**src/core/cmw_pkg.sv**
```systemverilog
// Package: register map, field layout and carrier types of the message status block
package cmw_pkg;

    // ****************************************************************
    // Register byte offsets
    // ****************************************************************
    localparam logic [11:0] OFS_TX_REQ_HIGH  = 12'h104;
    localparam logic [11:0] OFS_NEW_DAT_LOW  = 12'h120;
    localparam logic [11:0] OFS_NEW_DAT_HIGH = 12'h124;
    localparam logic [11:0] OFS_IRQ_PND_LOW  = 12'h140;
    localparam logic [11:0] OFS_IRQ_PND_HIGH = 12'h144;
    localparam logic [11:0] OFS_VALID_LOW    = 12'h160;
    localparam logic [11:0] OFS_VALID_HIGH   = 12'h164;
    localparam logic [11:0] OFS_WAKE_ENABLE  = 12'h168;
    localparam logic [11:0] OFS_WAKE_STATUS  = 12'h16C;

    // ****************************************************************
    // Fields and reset values
    // ****************************************************************
    localparam int          HALF_W          = 16;
    localparam int          WAKE_BIT        = 0;
    localparam logic [31:0] RST_FLAGS       = 32'h0000_0000;
    localparam logic        RST_WAKE        = 1'h0;
    localparam logic [7:0]  ID_NONE         = 8'h00;
    // Identifier shown while the core reports a status interrupt
    localparam logic [7:0]  ID_STATUS       = 8'hFF;
    localparam logic [1:0]  RESP_OKAY       = 2'h0;
    localparam logic [1:0]  RESP_DECERR     = 2'h3;

    // ****************************************************************
    // Carrier types
    // ****************************************************************
    typedef struct packed {
        logic object_valid_flag;
        logic transmit_pending_flag;
        logic fresh_data_flag;
        logic object_irq_flag;
    } cmw_obj_flags_s;

    typedef struct packed {
        logic [31:0] transmit_pending_flag;
        logic [31:0] fresh_data_flag;
        logic [31:0] object_irq_flag;
        logic [31:0] object_valid_flag;
    } cmw_flag_bank_s;

    typedef struct packed {
        cmw_flag_bank_s flags;
        logic [7:0]     interrupt_identifier;
        logic           wakeup_enable;
        logic           wakeup_event_status;
        logic           rx_sync1;
        logic           rx_sync2;
        logic           rx_prev;
        logic           aw_held;
        logic           w_held;
        logic [11:0]    aw_addr;
        logic [31:0]    w_data;
        logic [3:0]     w_strb;
        logic           b_valid;
        logic [1:0]     b_resp;
        logic           r_valid;
        logic [31:0]    r_data;
        logic [1:0]     r_resp;
        logic           aw_ready;
        logic           w_ready;
        logic           ar_ready;
    } cmw_state_s;

endpackage

```
**src/core/cmw_status.sv**
```systemverilog
// Message object status registers and wake-up detector with an AXI4-Lite slave
//
// Operation
// - TX request high: objects 17-32, read only
// - TX flag 1 while transmit still pending
// - Handler receive or interface sets new-data
// - New-data low 1-16, high 17-32
// - New-data 1 after write, 0 after clear
// - IRQ flag set by handler, updates identifier
// - IRQ pending low 1-16, high 17-32
// - Handler ignores objects whose valid flag is 0
// - Valid low bit 0 is object 1
// - Valid high bit 15 is object 32
// - Wake enable bit 0, read/write, reset 0
// - Enabled: CAN receive falling edge wakes
// - Wake status bit 0 shows event occurred
// - Writing 0 clears wake status
// - Remote frame sets TX flag, transmission clears
// - Identifier names pending object when nothing higher
// - All handler status registers read only
//
// Decided for this implementation: the AXI4-Lite register port.
`timescale 1ns/1ns
module cmw_status #(
    parameter int ADDR_W = 12
) (
    // Clock and reset
    input  wire logic                    CLK,
    input  wire logic                    RST_N,
    // AXI4-Lite write address and data
    input  wire logic [ADDR_W-1:0]       AWADDR,
    input  wire logic                    AWVALID,
    output logic                         AWREADY,
    input  wire logic [31:0]             WDATA,
    input  wire logic [3:0]              WSTRB,
    input  wire logic                    WVALID,
    output logic                         WREADY,
    // AXI4-Lite write response
    output logic [1:0]                   BRESP,
    output logic                         BVALID,
    input  wire logic                    BREADY,
    // AXI4-Lite read
    input  wire logic [ADDR_W-1:0]       ARADDR,
    input  wire logic                    ARVALID,
    output logic                         ARREADY,
    output logic [31:0]                  RDATA,
    output logic [1:0]                   RRESP,
    output logic                         RVALID,
    input  wire logic                    RREADY,
    // Message handler events, one bit per object, and a single status interrupt
    input  wire logic [31:0]             RX_DATA_DONE,
    input  wire logic [31:0]             RX_REMOTE_DONE,
    input  wire logic [31:0]             TX_DONE,
    input  wire logic                    STATUS_IRQ,
    // Message interface set write
    input  wire logic                    IF_WRITE,
    input  wire logic [4:0]              IF_OBJECT,
    input  wire cmw_pkg::cmw_obj_flags_s IF_FLAGS,
    // CAN receive pin
    input  wire logic                    CAN_RX,
    // Status towards the handler and system
    output logic [31:0]                  TX_PENDING,
    output logic [31:0]                  OBJ_VALID,
    output logic [7:0]                   INT_ID,
    output logic                         WAKEUP
);

    // ****************************************************************
    // State
    // ****************************************************************
    cmw_pkg::cmw_state_s st_reg;
    cmw_pkg::cmw_state_s st_next;

    logic                wake_fall;
    logic                wake_clear;
    logic                wr_fire;
    logic [31:0]         hs_data;
    logic [31:0]         hs_remote;
    logic [31:0]         hs_tx;

    assign wake_fall  = st_reg.rx_prev & ~st_reg.rx_sync2;
    assign wr_fire    = st_reg.aw_held & st_reg.w_held & ~st_reg.b_valid;
    assign wake_clear = wr_fire && st_reg.aw_addr == cmw_pkg::OFS_WAKE_STATUS
                        && st_reg.w_strb[0] && !st_reg.w_data[cmw_pkg::WAKE_BIT];
    // Handler events only count for configured objects
    assign hs_data    = RX_DATA_DONE & st_reg.flags.object_valid_flag;
    assign hs_remote  = RX_REMOTE_DONE & st_reg.flags.object_valid_flag;
    assign hs_tx      = TX_DONE & st_reg.flags.object_valid_flag;

    // ****************************************************************
    // Read decode
    // ****************************************************************
    function automatic logic [32:0] read_word(input cmw_pkg::cmw_state_s s,
                                              input logic [11:0] a);
        logic [32:0] r;
        r = {1'b1, 32'h0000_0000};
        case (a)
            cmw_pkg::OFS_TX_REQ_HIGH:
                r = {1'b1, 16'h0000, s.flags.transmit_pending_flag[31:16]};
            cmw_pkg::OFS_NEW_DAT_LOW:
                r = {1'b1, 16'h0000, s.flags.fresh_data_flag[15:0]};
            cmw_pkg::OFS_NEW_DAT_HIGH:
                r = {1'b1, 16'h0000, s.flags.fresh_data_flag[31:16]};
            cmw_pkg::OFS_IRQ_PND_LOW:
                r = {1'b1, 16'h0000, s.flags.object_irq_flag[15:0]};
            cmw_pkg::OFS_IRQ_PND_HIGH:
                r = {1'b1, 16'h0000, s.flags.object_irq_flag[31:16]};
            cmw_pkg::OFS_VALID_LOW:
                r = {1'b1, 16'h0000, s.flags.object_valid_flag[15:0]};
            cmw_pkg::OFS_VALID_HIGH:
                r = {1'b1, 16'h0000, s.flags.object_valid_flag[31:16]};
            cmw_pkg::OFS_WAKE_ENABLE:
                r = {1'b1, 31'h0000_0000, s.wakeup_enable};
            cmw_pkg::OFS_WAKE_STATUS:
                r = {1'b1, 31'h0000_0000, s.wakeup_event_status};
            default:
                r = {1'b0, 32'h0000_0000};
        endcase
        return r;
    endfunction

    function automatic logic mapped(input logic [11:0] a);
        return read_word(st_reg, a) >> 32 != 33'h0_0000_0000;
    endfunction

    // ****************************************************************
    // Next state
    // ****************************************************************
    always_comb begin
        logic [32:0]    rd;
        logic [31:0]    pend;
        cmw_pkg::cmw_flag_bank_s f;
        rd      = 33'h0_0000_0000;
        pend    = 32'h0000_0000;
        f       = st_reg.flags;
        st_next = st_reg;

        // Pin synchroniser and edge history
        st_next.rx_sync1 = CAN_RX;
        st_next.rx_sync2 = st_reg.rx_sync1;
        st_next.rx_prev  = st_reg.rx_sync2;

        // Software view through the message interface
        if (IF_WRITE) begin
            f.object_valid_flag[IF_OBJECT]     = IF_FLAGS.object_valid_flag;
            f.transmit_pending_flag[IF_OBJECT] = IF_FLAGS.transmit_pending_flag;
            f.fresh_data_flag[IF_OBJECT]       = IF_FLAGS.fresh_data_flag;
            f.object_irq_flag[IF_OBJECT]       = IF_FLAGS.object_irq_flag;
        end
        // Completed transmissions clear, handler sets always win
        f.transmit_pending_flag = (f.transmit_pending_flag & ~hs_tx) | hs_remote;
        f.fresh_data_flag       = f.fresh_data_flag | hs_data;
        f.object_irq_flag       = f.object_irq_flag | hs_data | hs_tx;
        st_next.flags           = f;

        // Identifier follows the registered pending flags
        pend = st_reg.flags.object_irq_flag;
        st_next.interrupt_identifier = cmw_pkg::ID_NONE;
        for (int i = 31; i >= 0; i--) begin
            if (pend[i]) begin
                st_next.interrupt_identifier = 8'(i + 1);
            end
        end
        if (STATUS_IRQ) begin
            st_next.interrupt_identifier = cmw_pkg::ID_STATUS;
        end

        // Write channel capture
        if (AWVALID && !st_reg.aw_held && !st_reg.b_valid) begin
            st_next.aw_held = 1'b1;
            st_next.aw_addr = 12'(AWADDR);
        end
        if (WVALID && !st_reg.w_held && !st_reg.b_valid) begin
            st_next.w_held = 1'b1;
            st_next.w_data = WDATA;
            st_next.w_strb = WSTRB;
        end
        if (wr_fire) begin
            st_next.aw_held = 1'b0;
            st_next.w_held  = 1'b0;
            st_next.b_valid = 1'b1;
            st_next.b_resp  = mapped(st_reg.aw_addr) ? cmw_pkg::RESP_OKAY
                                                     : cmw_pkg::RESP_DECERR;
            // Status registers ignore writes
            if (st_reg.aw_addr == cmw_pkg::OFS_WAKE_ENABLE && st_reg.w_strb[0]) begin
                st_next.wakeup_enable = st_reg.w_data[cmw_pkg::WAKE_BIT];
            end
        end
        if (st_reg.b_valid && BREADY) begin
            st_next.b_valid = 1'b0;
        end

        // Wake status: clear by writing 0, a new event wins
        if (wake_clear) begin
            st_next.wakeup_event_status = 1'b0;
        end
        if (st_reg.wakeup_enable && wake_fall) begin
            st_next.wakeup_event_status = 1'b1;
        end

        // Read channel
        if (ARVALID && !st_reg.r_valid) begin
            rd              = read_word(st_reg, 12'(ARADDR));
            st_next.r_valid = 1'b1;
            st_next.r_data  = rd[31:0];
            st_next.r_resp  = rd[32] ? cmw_pkg::RESP_OKAY : cmw_pkg::RESP_DECERR;
        end else if (st_reg.r_valid && RREADY) begin
            st_next.r_valid = 1'b0;
        end

        // Ready flags registered from the next channel state
        st_next.aw_ready = ~st_next.aw_held & ~st_next.b_valid;
        st_next.w_ready  = ~st_next.w_held & ~st_next.b_valid;
        st_next.ar_ready = ~st_next.r_valid;
    end

    always_ff @(posedge CLK) begin
        if (!RST_N) begin
            st_reg                     <= '0;
            st_reg.flags               <= {4{cmw_pkg::RST_FLAGS}};
            st_reg.wakeup_enable       <= cmw_pkg::RST_WAKE;
            st_reg.wakeup_event_status <= cmw_pkg::RST_WAKE;
            st_reg.rx_sync1            <= 1'b1;
            st_reg.rx_sync2            <= 1'b1;
            st_reg.rx_prev             <= 1'b1;
            st_reg.aw_ready            <= 1'b1;
            st_reg.w_ready             <= 1'b1;
            st_reg.ar_ready            <= 1'b1;
        end else begin
            st_reg <= st_next;
        end
    end

    // ****************************************************************
    // Outputs
    // ****************************************************************
    assign AWREADY    = st_reg.aw_ready;
    assign WREADY     = st_reg.w_ready;
    assign BVALID     = st_reg.b_valid;
    assign BRESP      = st_reg.b_resp;
    assign ARREADY    = st_reg.ar_ready;
    assign RVALID     = st_reg.r_valid;
    assign RDATA      = st_reg.r_data;
    assign RRESP      = st_reg.r_resp;
    assign TX_PENDING = st_reg.flags.transmit_pending_flag;
    assign OBJ_VALID  = st_reg.flags.object_valid_flag;
    assign INT_ID     = st_reg.interrupt_identifier;
    assign WAKEUP     = st_reg.wakeup_event_status;
endmodule

```
**config.mk**
```make
export PLATFORM = sky130hd
export DESIGN_NAME = cmw_status
export DESIGN_NICKNAME = d
export VERILOG_FILES = /design/src/core/cmw_pkg.sv /design/src/core/cmw_status.sv
export SDC_FILE = /design/constraint.sdc
export NUM_CORES = 1
export LEC_CHECK = 0
export BUFFER_PORTS_ARGS = -buffer_cell sky130_fd_sc_hd__buf_2
export CAP_MARGIN = 10
export CELL_PAD_IN_SITES_DETAIL_PLACEMENT = 0
export CELL_PAD_IN_SITES_GLOBAL_PLACEMENT = 1
export CORE_MARGIN = 3
export CORE_UTILIZATION = 41
export DETAILED_ROUTE_END_ITERATION = 12
export GPL_ROUTABILITY_DRIVEN = 0
export HOLD_SLACK_MARGIN = 0.06
export PLACE_DENSITY = 0.86
export SLEW_MARGIN = 20
export SYNTH_ARGS = -nofsm -noshare
export SYNTH_HDL_FRONTEND = slang
export SYNTH_SLANG_ARGS = --single-unit
```
**constraint.sdc**
```tcl
create_clock -name CLK -period 3.35 [get_ports CLK]
set_input_delay 0.1675 -clock CLK [delete_from_list [all_inputs] [get_ports CLK]]
set_output_delay 0.1675 -clock CLK [all_outputs]
set_load 0.005 [all_outputs]
```
==> impl_results.md, run 1 <==
* Final critical delay including setup and external delays at 2.11 ns
* Number of buffer cells added on primary ports at 238
* VDD IR max at 0.283 mV
* RSZ-0062 raised after global routing: false
* Wire length of the first global-routing pass at 47.5 mm
* Finished Layout Cells at 1633
* Area of the multi-input gates at 5030 um2
* Maximum count of clock buffers along a single path at 2
* Number of gates resized after CTS at 0
* # IOs at 289
* Slew headroom at 0.364
* First-pass iteration count of the detailed router at 5
* Total number of vias at 8755
* Endpoint of the worst register-to-register path: RDATA[5]
* Count of state elements after synthesis at 179
* Highest clock frequency the design can meet at 0.474 GHz
* Switching portion of total power at 0.244
* Portion of total power attributed to sequential cells at 0.462
* Total net switching power at 1170 uW
* Length in cells of the worst reg-to-reg path at 5
* Initial standard-cell utilization of the core at 0.422
* Number of buffers created by CTS at 17
* Routed WL per cell at 18.8 um
* Number of warnings printed during yosys synthesis at 0
* Clock insertion delay at the later pin of the skew report at 0.43 ns
* Root Driver: sky130_fd_sc_hd__clkbuf_16
* Ordered cell list for the critical path: buf_2 -> nor4b_2 -> nand2_1 -> mux2_1 -> a22oi_1 -> dlygate4sd3_1 -> nor2b_1
* Number of cells on the critical path at 7
* Total length of routed wires at 30.7 mm
* Number of antenna violations at the first check in global routing at 2
* Worst min-delay path startpoint: TX_DONE[0]
* Family of cells with the greatest summed delay on the critical path: simple AND/OR/NAND/NOR gates
* Reg-to-reg startpoint: RVALID
* H-tree depth reported by CTS at 4
* DRC viols at 0
* Measured slew at the worst slew-check pin at 0.951 ns
* Number of library cell types mapped by synthesis at 57
* Total Nets Final at 1482
* Setup crit start kind: input pin
* PD cells at 403 nW/um2
* Core utilization of the finished layout at 0.521
* EDFF count, synth at 0
* Final HPWL from detailed placement at 22.2 mm
* Slew Viols, Final at 0
* Endpoint of the worst hold-timing path: st_reg[136]
* Clock tree from TritonCTS: done
* Routed via count divided by cell count at 5.36
* Critical path class: input pin to flop
* Footprint of the flip-flops and latches at 3580 um2
* Vias in the first global route at 8526
* Buffers and inverters on the worst path at 2
* Die Ht at 159 um
* Instance count after placement with tap cells included at 1500
* Die Wd at 159 um
* Post-route ant nets at 0
* Total internal power at 3620 uW
* Std-Cell Rows at 55
* Fraction of power consumed by the clock network at 0.429
* Worst-case register-to-register setup slack at 1.34 ns
* Detailed Route Iter0 Violations at 763
* Slowest cell delay on critical path at 0.62 ns
* Post-CTS setup buffer count at 0
* Worst endpoint data arrival time at 2.44 ns
* Area of the mapped netlist at 9640 um2
* Final hold violations at 0
* Most instantiated flip-flop cell in the synthesis netlist: sky130_fd_sc_hd__dfxtp_1
* Final worst clock skew at 0.00677 ns
* Synth-to-layout area growth at 23.4%
* Cell depth of the worst hold path at 3
* Core box area at 22800 um2
* Gate power share at 0.109
* Number of fill cells at 2157
* Reported max-cap violation count at 0
* Required time at the worst-slack endpoint at 3.68 ns
* Kind of end point of the critical path: flop
* Count of endpoints failing setup in the final report at 0
* Outcome: completed
* Fraction of registers with async set or reset after synthesis at 0
* Part of the cycle the worst path needs at 0.630
* Mapped Cells at 1094
* Part of the Yosys area used for sequential elements at 0.372
* Avg Cell Area, Syn at 8.81 um2
* First element of the critical path: IF_OBJECT[1]
* Peak fanout along the critical path at 12
* Crit path max-delay cell type: sky130_fd_sc_hd__nor4b_2
* Pin count of the biggest net entering global routing at 63
* Global route total overflow at 0
* Leakage at 0.00486 uW
* Clk slew on worst S/H paths at 0.07 ns
* Die footprint at 25400 um2
* Fraction of final layout cells with drive strength greater than 1 at 0.231
* Overall routing resource usage at 0.235
* Number of sinks on the clock net at 179
* Total negative slack for setup checks at 0 ns
* Type of the most critical hold path: input pin to flop
-- power by group through the flow --
| stage | Clock (uW) | Combinational [uW] | Sequential, uW |
|---|---|---|---|
| 2_1_floorplan | 0 | 269 | 2250 |
| 3_3_place_gp | 0 | 419 | 2260 |
| 3_5_place_dp | 0 | 422 | 2260 |
| 4_1_cts | 2100 | 515 | 2210 |
| 5_1_grt | 2180 | 568 | 2220 |
| 6_report | 2060 | 521 | 2210 |
-- cell type report --
type / count / share of cell area
well taps: 313 / 0.0329
clock buffers: 19 / 0.0372
clock inverters: 11 / 0.0128
diodes: 2 / 0.000421
inverters: 11 / 0.00347
multi-input cells: 753 / 0.423
repair buffers: 345 / 0.189
flip-flops and latches: 179 / 0.301
-- layout by cell type, fill, tap and decap left out, types with 46 or more instances in the layout --
cell type                         n
sky130_fd_sc_hd__a21boi_0        68
sky130_fd_sc_hd__a22oi_1         48
sky130_fd_sc_hd__buf_2          237
sky130_fd_sc_hd__dfxtp_1        179
sky130_fd_sc_hd__dlygate4sd3_1  101
sky130_fd_sc_hd__mux2i_1         88
sky130_fd_sc_hd__nand2_1        139
sky130_fd_sc_hd__nor2_1          46
sky130_fd_sc_hd__nor2b_1         56
sky130_fd_sc_hd__o21ai_0         62
-- metrics by stage --
step	instance area, um2	hold WS (ns)	worst slack, ns	power (uW)
floorplan	9690	0.269	1.65	2520
global placement	10300	0.361	1.01	2680
detailed placement	10300	0.363	0.985	2680
CTS	11900	0.0615	1.28	4820
global route	11900	0.0772	1.06	4970
finish	11900	0.0673	1.24	4790
-- cells in the mapped netlist (12+ instances only) --
library cell / count / area (um2)
sky130_fd_sc_hd__dfxtp_1: 179 / 3580
sky130_fd_sc_hd__nand2_1: 139 / 522
sky130_fd_sc_hd__buf_4: 108 / 811
sky130_fd_sc_hd__mux2i_1: 88 / 881
sky130_fd_sc_hd__a21boi_0: 68 / 510
sky130_fd_sc_hd__o21ai_0: 62 / 310
sky130_fd_sc_hd__nor2b_1: 56 / 350
sky130_fd_sc_hd__clkbuf_1: 49 / 184
sky130_fd_sc_hd__a22oi_1: 48 / 360
sky130_fd_sc_hd__nor2_1: 46 / 173
sky130_fd_sc_hd__a21boi_1: 31 / 233
sky130_fd_sc_hd__mux2_2: 26 / 293
sky130_fd_sc_hd__a21oi_1: 13 / 65.1
sky130_fd_sc_hd__a221o_1: 13 / 130
sky130_fd_sc_hd__nor3_1: 13 / 65.1
sky130_fd_sc_hd__mux2_1: 12 / 135
sky130_fd_sc_hd__nand3_1: 12 / 60.1
-- kinds of logic (layout without fill, tap and decap cells) --
family,after synthesis,count (layout),share of synthesized area
compound gates,285,285,0.212
buf+inv,177,386,0.112
flops,179,179,0.372
mux,126,126,0.136
other cells,1,18,0.000389
simple gates,326,326,0.168
-- metal layers --
| layer | vias up | wire length (um) | track usage |
|---|---|---|---|
| met5 | - | 0 | 0 |
| met4 | 0 | 950 | 0.0871 |
| met3 | 55 | 2250 | 0.0484 |
| met2 | 363 | 14600 | 0.399 |
| met1 | 4124 | 12900 | 0.296 |
| li1 | 4213 | - | - |
-- what timing repair did --
item                                   4_1_cts  5_1_grt
setup endpoints to repair                    0        0
hold buffers                               101        0
endpoints found under the hold margin      100        0
-- tightest hold or removal path: stages --
cell                       delay (ns)
sky130_fd_sc_hd__buf_2           0.09
sky130_fd_sc_hd__o21ai_0         0.07
sky130_fd_sc_hd__a21boi_0        0.13
-- how the worst max path moves through the flow --
stage                           to  slack [ns]
floorplan           TX_PENDING[28]        1.65
global placement          RDATA[2]        1.01
detailed placement       RDATA[14]        0.99
CTS                  TX_PENDING[0]        1.28
global route         TX_PENDING[0]        1.06
finish               TX_PENDING[0]        1.24
No activity file was read; power rests on OpenSTA's default activity.
==> run 2: changes to the inputs <==
--- a/config.mk
+++ b/config.mk
@@ -10,11 +10,11 @@
 export CELL_PAD_IN_SITES_DETAIL_PLACEMENT = 0
 export CELL_PAD_IN_SITES_GLOBAL_PLACEMENT = 1
 export CORE_MARGIN = 3
-export CORE_UTILIZATION = 41
+export CORE_UTILIZATION = 38
 export DETAILED_ROUTE_END_ITERATION = 12
 export GPL_ROUTABILITY_DRIVEN = 0
 export HOLD_SLACK_MARGIN = 0.06
-export PLACE_DENSITY = 0.86
+export PLACE_DENSITY = 0.81
 export SLEW_MARGIN = 20
 export SYNTH_ARGS = -nofsm -noshare
 export SYNTH_HDL_FRONTEND = slang
==> constraint.sdc (replaced) <==
create_clock -name CLK -period 2 [get_ports CLK]
set_input_delay 0.1 -clock CLK [delete_from_list [all_inputs] [get_ports CLK]]
set_output_delay 0.1 -clock CLK [all_outputs]
set_load 0.005 [all_outputs]
==> run 2 against run 1 <==
  * Utilization about the same
  * Critical path type unchanged
  * Clock skew rose by 0.0050 ns
  * Sequential share of layout area fell by 2.2 points
  * Non-clock buffer count grew 100
  * Wire length is 8.5% higher
  * Flip-flop and latch count is the same
  * Combinational power increased by 86%
  * Via count grew 5.7%
  * Clock-buffer cell count down 2
  * Setup slack got worse by 1.1 ns
  * Final area grew 7.7%
  * Critical path depth stayed put
==> impl_results.md, run 2 (synthesized netlist as in run 1, its figures left out) <==
* Final critical delay including setup and external delays at 1.82 ns
* DRC viols at 0 (unchanged)
* Ordered cell list for the critical path: buf_2 -> and4bb_2 -> nand3b_1 -> mux2_1 -> a22oi_1 -> dlygate4sd3_1 -> nor2b_1 (was buf_2 -> nor4b_2 -> nand2_1 -> mux2_1 -> a22oi_1 -> dlygate4sd3_1 -> nor2b_1)
* Count of inserted antenna diode cells at 0 (was 2)
* Wire length of the first global-routing pass at 50.5 mm (was 47.5 mm)
* Count of endpoints failing setup in the final report at 0 (unchanged)
* Maximum count of clock buffers along a single path at 2 (unchanged)
* Routed via count divided by cell count at 5.31 (was 5.36)
* Clock tree from TritonCTS: done (unchanged)
* Die Ht at 165 um (was 159 um)
* Pin count of the biggest net entering global routing at 100 (was 63)
* Final HPWL from detailed placement at 23.6 mm (was 22.2 mm)
* Clk slew on worst S/H paths at 0.07 ns (about the same)
* Setup crit start kind: input pin (unchanged)
* Routed WL per cell at 19.1 um (was 18.8 um)
* Length in cells of the worst reg-to-reg path at 6 (was 5)
* First-pass iteration count of the detailed router at 7 (was 5)
* Vias in the first global route at 9096 (was 8526)
* H-tree depth reported by CTS at 4 (unchanged)
* Kind of end point of the critical path: flop (unchanged)
* Most frequent cells in the layout: sky130_fd_sc_hd__buf_2 (237), sky130_fd_sc_hd__dfxtp_1 (179), sky130_fd_sc_hd__dlygate4sd3_1 (147), sky130_fd_sc_hd__nand2_1 (139), sky130_fd_sc_hd__mux2i_1 (88) (was sky130_fd_sc_hd__buf_2 (237), sky130_fd_sc_hd__dfxtp_1 (179), sky130_fd_sc_hd__nand2_1 (139), sky130_fd_sc_hd__dlygate4sd3_1 (101), sky130_fd_sc_hd__mux2i_1 (88))
* Worst-case register-to-register setup slack at 0.23 ns (was 1.34 ns)
* Buffers and inverters on the worst path at 2 (unchanged)
* Number of fill cells at 2317 (was 2157)
* Total negative slack for setup checks at 0 ns (unchanged)
* Std-Cell Rows at 57 (was 55)
* Final hold violations at 0 (unchanged)
* Number of antenna violations at the first check in global routing at 1 (was 2)
* Peak fanout along the critical path at 12 (unchanged)
* Required time at the worst-slack endpoint at 2.34 ns (was 3.68 ns)
* Synth-to-layout area growth at 33.0% (was 23.4%)
* Clock insertion delay at the later pin of the skew report at 0.44 ns (was 0.43 ns)
* RSZ-0062 raised after global routing: false (unchanged)
* Family of cells with the greatest summed delay on the critical path: buffers and inverters (was simple AND/OR/NAND/NOR gates)
* Slowest cell delay on critical path at 0.58 ns (was 0.62 ns)
* Number of buffers created by CTS at 17 (unchanged)
* Final Worst Setup Slack at 0.180 ns (was 1.24 ns)
* Core utilization of the finished layout at 0.521 (about the same)
* Worst Hold Slack at 0.103 ns (was 0.0673 ns)
* Highest clock frequency the design can meet at 0.550 GHz
* Worst slack after detailed placement at 0.241 ns (was 0.985 ns)
* Total length of routed wires at 33.3 mm (was 30.7 mm)
* Worst min-delay path startpoint: TX_DONE[17] (was TX_DONE[0])
* Slew headroom at 0.438 (was 0.364)
* Final worst clock skew at 0.0117 ns (was 0.00677 ns)
* Number of sinks on the clock net at 179 (unchanged)
* Measured slew at the worst slew-check pin at 0.843 ns (was 0.951 ns)
* Endpoint of the worst hold-timing path: st_reg[153] (was st_reg[136])
* Worst endpoint data arrival time at 2.16 ns (was 2.44 ns)
* Type of the most critical hold path: input pin to flop (unchanged)
* Reported max-cap violation count at 0 (unchanged)
* Slew Viols, Final at 0 (unchanged)
* Detailed Route Iter0 Violations at 623 (was 763)
* Part of the cycle the worst path needs at 0.910
* Die footprint at 27300 um2 (was 25400 um2)
* Core box area at 24600 um2 (was 22800 um2)
* Final total power at 8240 uW (was 4790 uW)
* Crit path max-delay cell type: sky130_fd_sc_hd__dlygate4sd3_1 (was sky130_fd_sc_hd__nor4b_2)
* Overall routing resource usage at 0.240 (was 0.235)
* Leakage at 0.00526 uW (was 0.00486 uW)
* Number of gates resized after CTS at 0 (unchanged)
* Initial standard-cell utilization of the core at 0.392 (was 0.422)
* Total Nets Final at 1582 (was 1482)
* Endpoint of the worst register-to-register path: RDATA[11] (was RDATA[5])
* Reg-to-reg startpoint: RVALID (unchanged)
* VDD IR max at 0.569 mV (was 0.283 mV)
* # IOs at 289 (unchanged)
* Global route total overflow at 0 (unchanged)
* Critical path class: input pin to flop (unchanged)
* Footprint of the flip-flops and latches at 3580 um2 (unchanged)
* Total number of vias at 9258 (was 8755)
* Post-route ant nets at 0 (unchanged)
* Most common cell after layout, fill and taps aside: sky130_fd_sc_hd__buf_2 (unchanged)
* Fraction of final layout cells with drive strength greater than 1 at 0.255 (was 0.231)
* Root Driver: sky130_fd_sc_hd__clkbuf_16 (unchanged)
* Number of buffer cells added on primary ports at 238 (unchanged)
* Outcome: completed (unchanged)
* Die Wd at 165 um (was 159 um)
* Area of the multi-input gates at 5030 um2 (unchanged)
* Cell depth of the worst hold path at 3 (unchanged)
* PD cells at 643 nW/um2 (was 403 nW/um2)
[run 2: changes by cell type in the layout (fill, tap and decap cells not counted)]
cell	previous run	this run
sky130_fd_sc_hd__clkinv_2	1	0
sky130_fd_sc_hd__inv_8	0	5
sky130_fd_sc_hd__clkbuf_8	1	0
sky130_fd_sc_hd__buf_12	0	2
sky130_fd_sc_hd__clkinv_8	0	1
sky130_fd_sc_hd__buf_4	7	59
sky130_fd_sc_hd__dlygate4sd3_1	101	147
sky130_fd_sc_hd__bufinv_16	3	2
sky130_fd_sc_hd__diode_2	2	0
sky130_fd_sc_hd__clkbuf_1	1	0
[run 2: metrics by stage]
stage	std cells	instance area (um2)
finish	1744	12800
global route	1744	12800
CTS	1744	12800
detailed placement	1565	10700
global placement	1565	10700
floorplan	1109	9690
[run 2: worst max-delay path by stage]
| stage | from | end | slack (ns) | cells past startpoint |
|---|---|---|---|---|
| 2_1_floorplan | IF_OBJECT[1] | TX_PENDING[28] | 0.37 | 7 |
| 3_3_place_gp | RVALID | RDATA[7] | 0.28 | 6 |
| 3_5_place_dp | RVALID | RDATA[14] | 0.24 | 6 |
| 4_1_cts | RVALID | RDATA[11] | 0.22 | 6 |
| 5_1_grt | RVALID | RDATA[7] | 0.05 | 6 |
| 6_report | IF_OBJECT[4] | TX_PENDING[3] | 0.18 | 7 |
[run 2: layer usage]
layer  wire (um)  GRT usage  vias up
met1       13700      0.300     4386
met5           0          0        -
met3        2500     0.0407       48
met4         893     0.0801        0
li1            -          -     4416
met2       16200      0.417      408
[run 2: power breakdown]
part	internal, uW	switching, uW
sequential	3640	63.6
clock	1910	1650
combinational	496	475
total	6050	2190
[run 2: layout make-up]
type / instances / share of cell area
clock buffers: 17 / 0.0332
clock inverters: 15 / 0.0148
inverters: 11 / 0.00322
multi-input cells: 753 / 0.392
flip-flops and latches: 179 / 0.280
well taps: 324 / 0.0316
repair buffers: 445 / 0.245
[run 2: worst min-delay path, cell delays in order]
cell and delay [ns]:
sky130_fd_sc_hd__buf_2 0.09, sky130_fd_sc_hd__o21ai_0 0.09, sky130_fd_sc_hd__a21boi_1 0.20
[run 2: what timing repair did]
item	in CTS	in global routing
buffers inserted	0	0
hold buffers	147	0
hold endpoints to repair	121	0
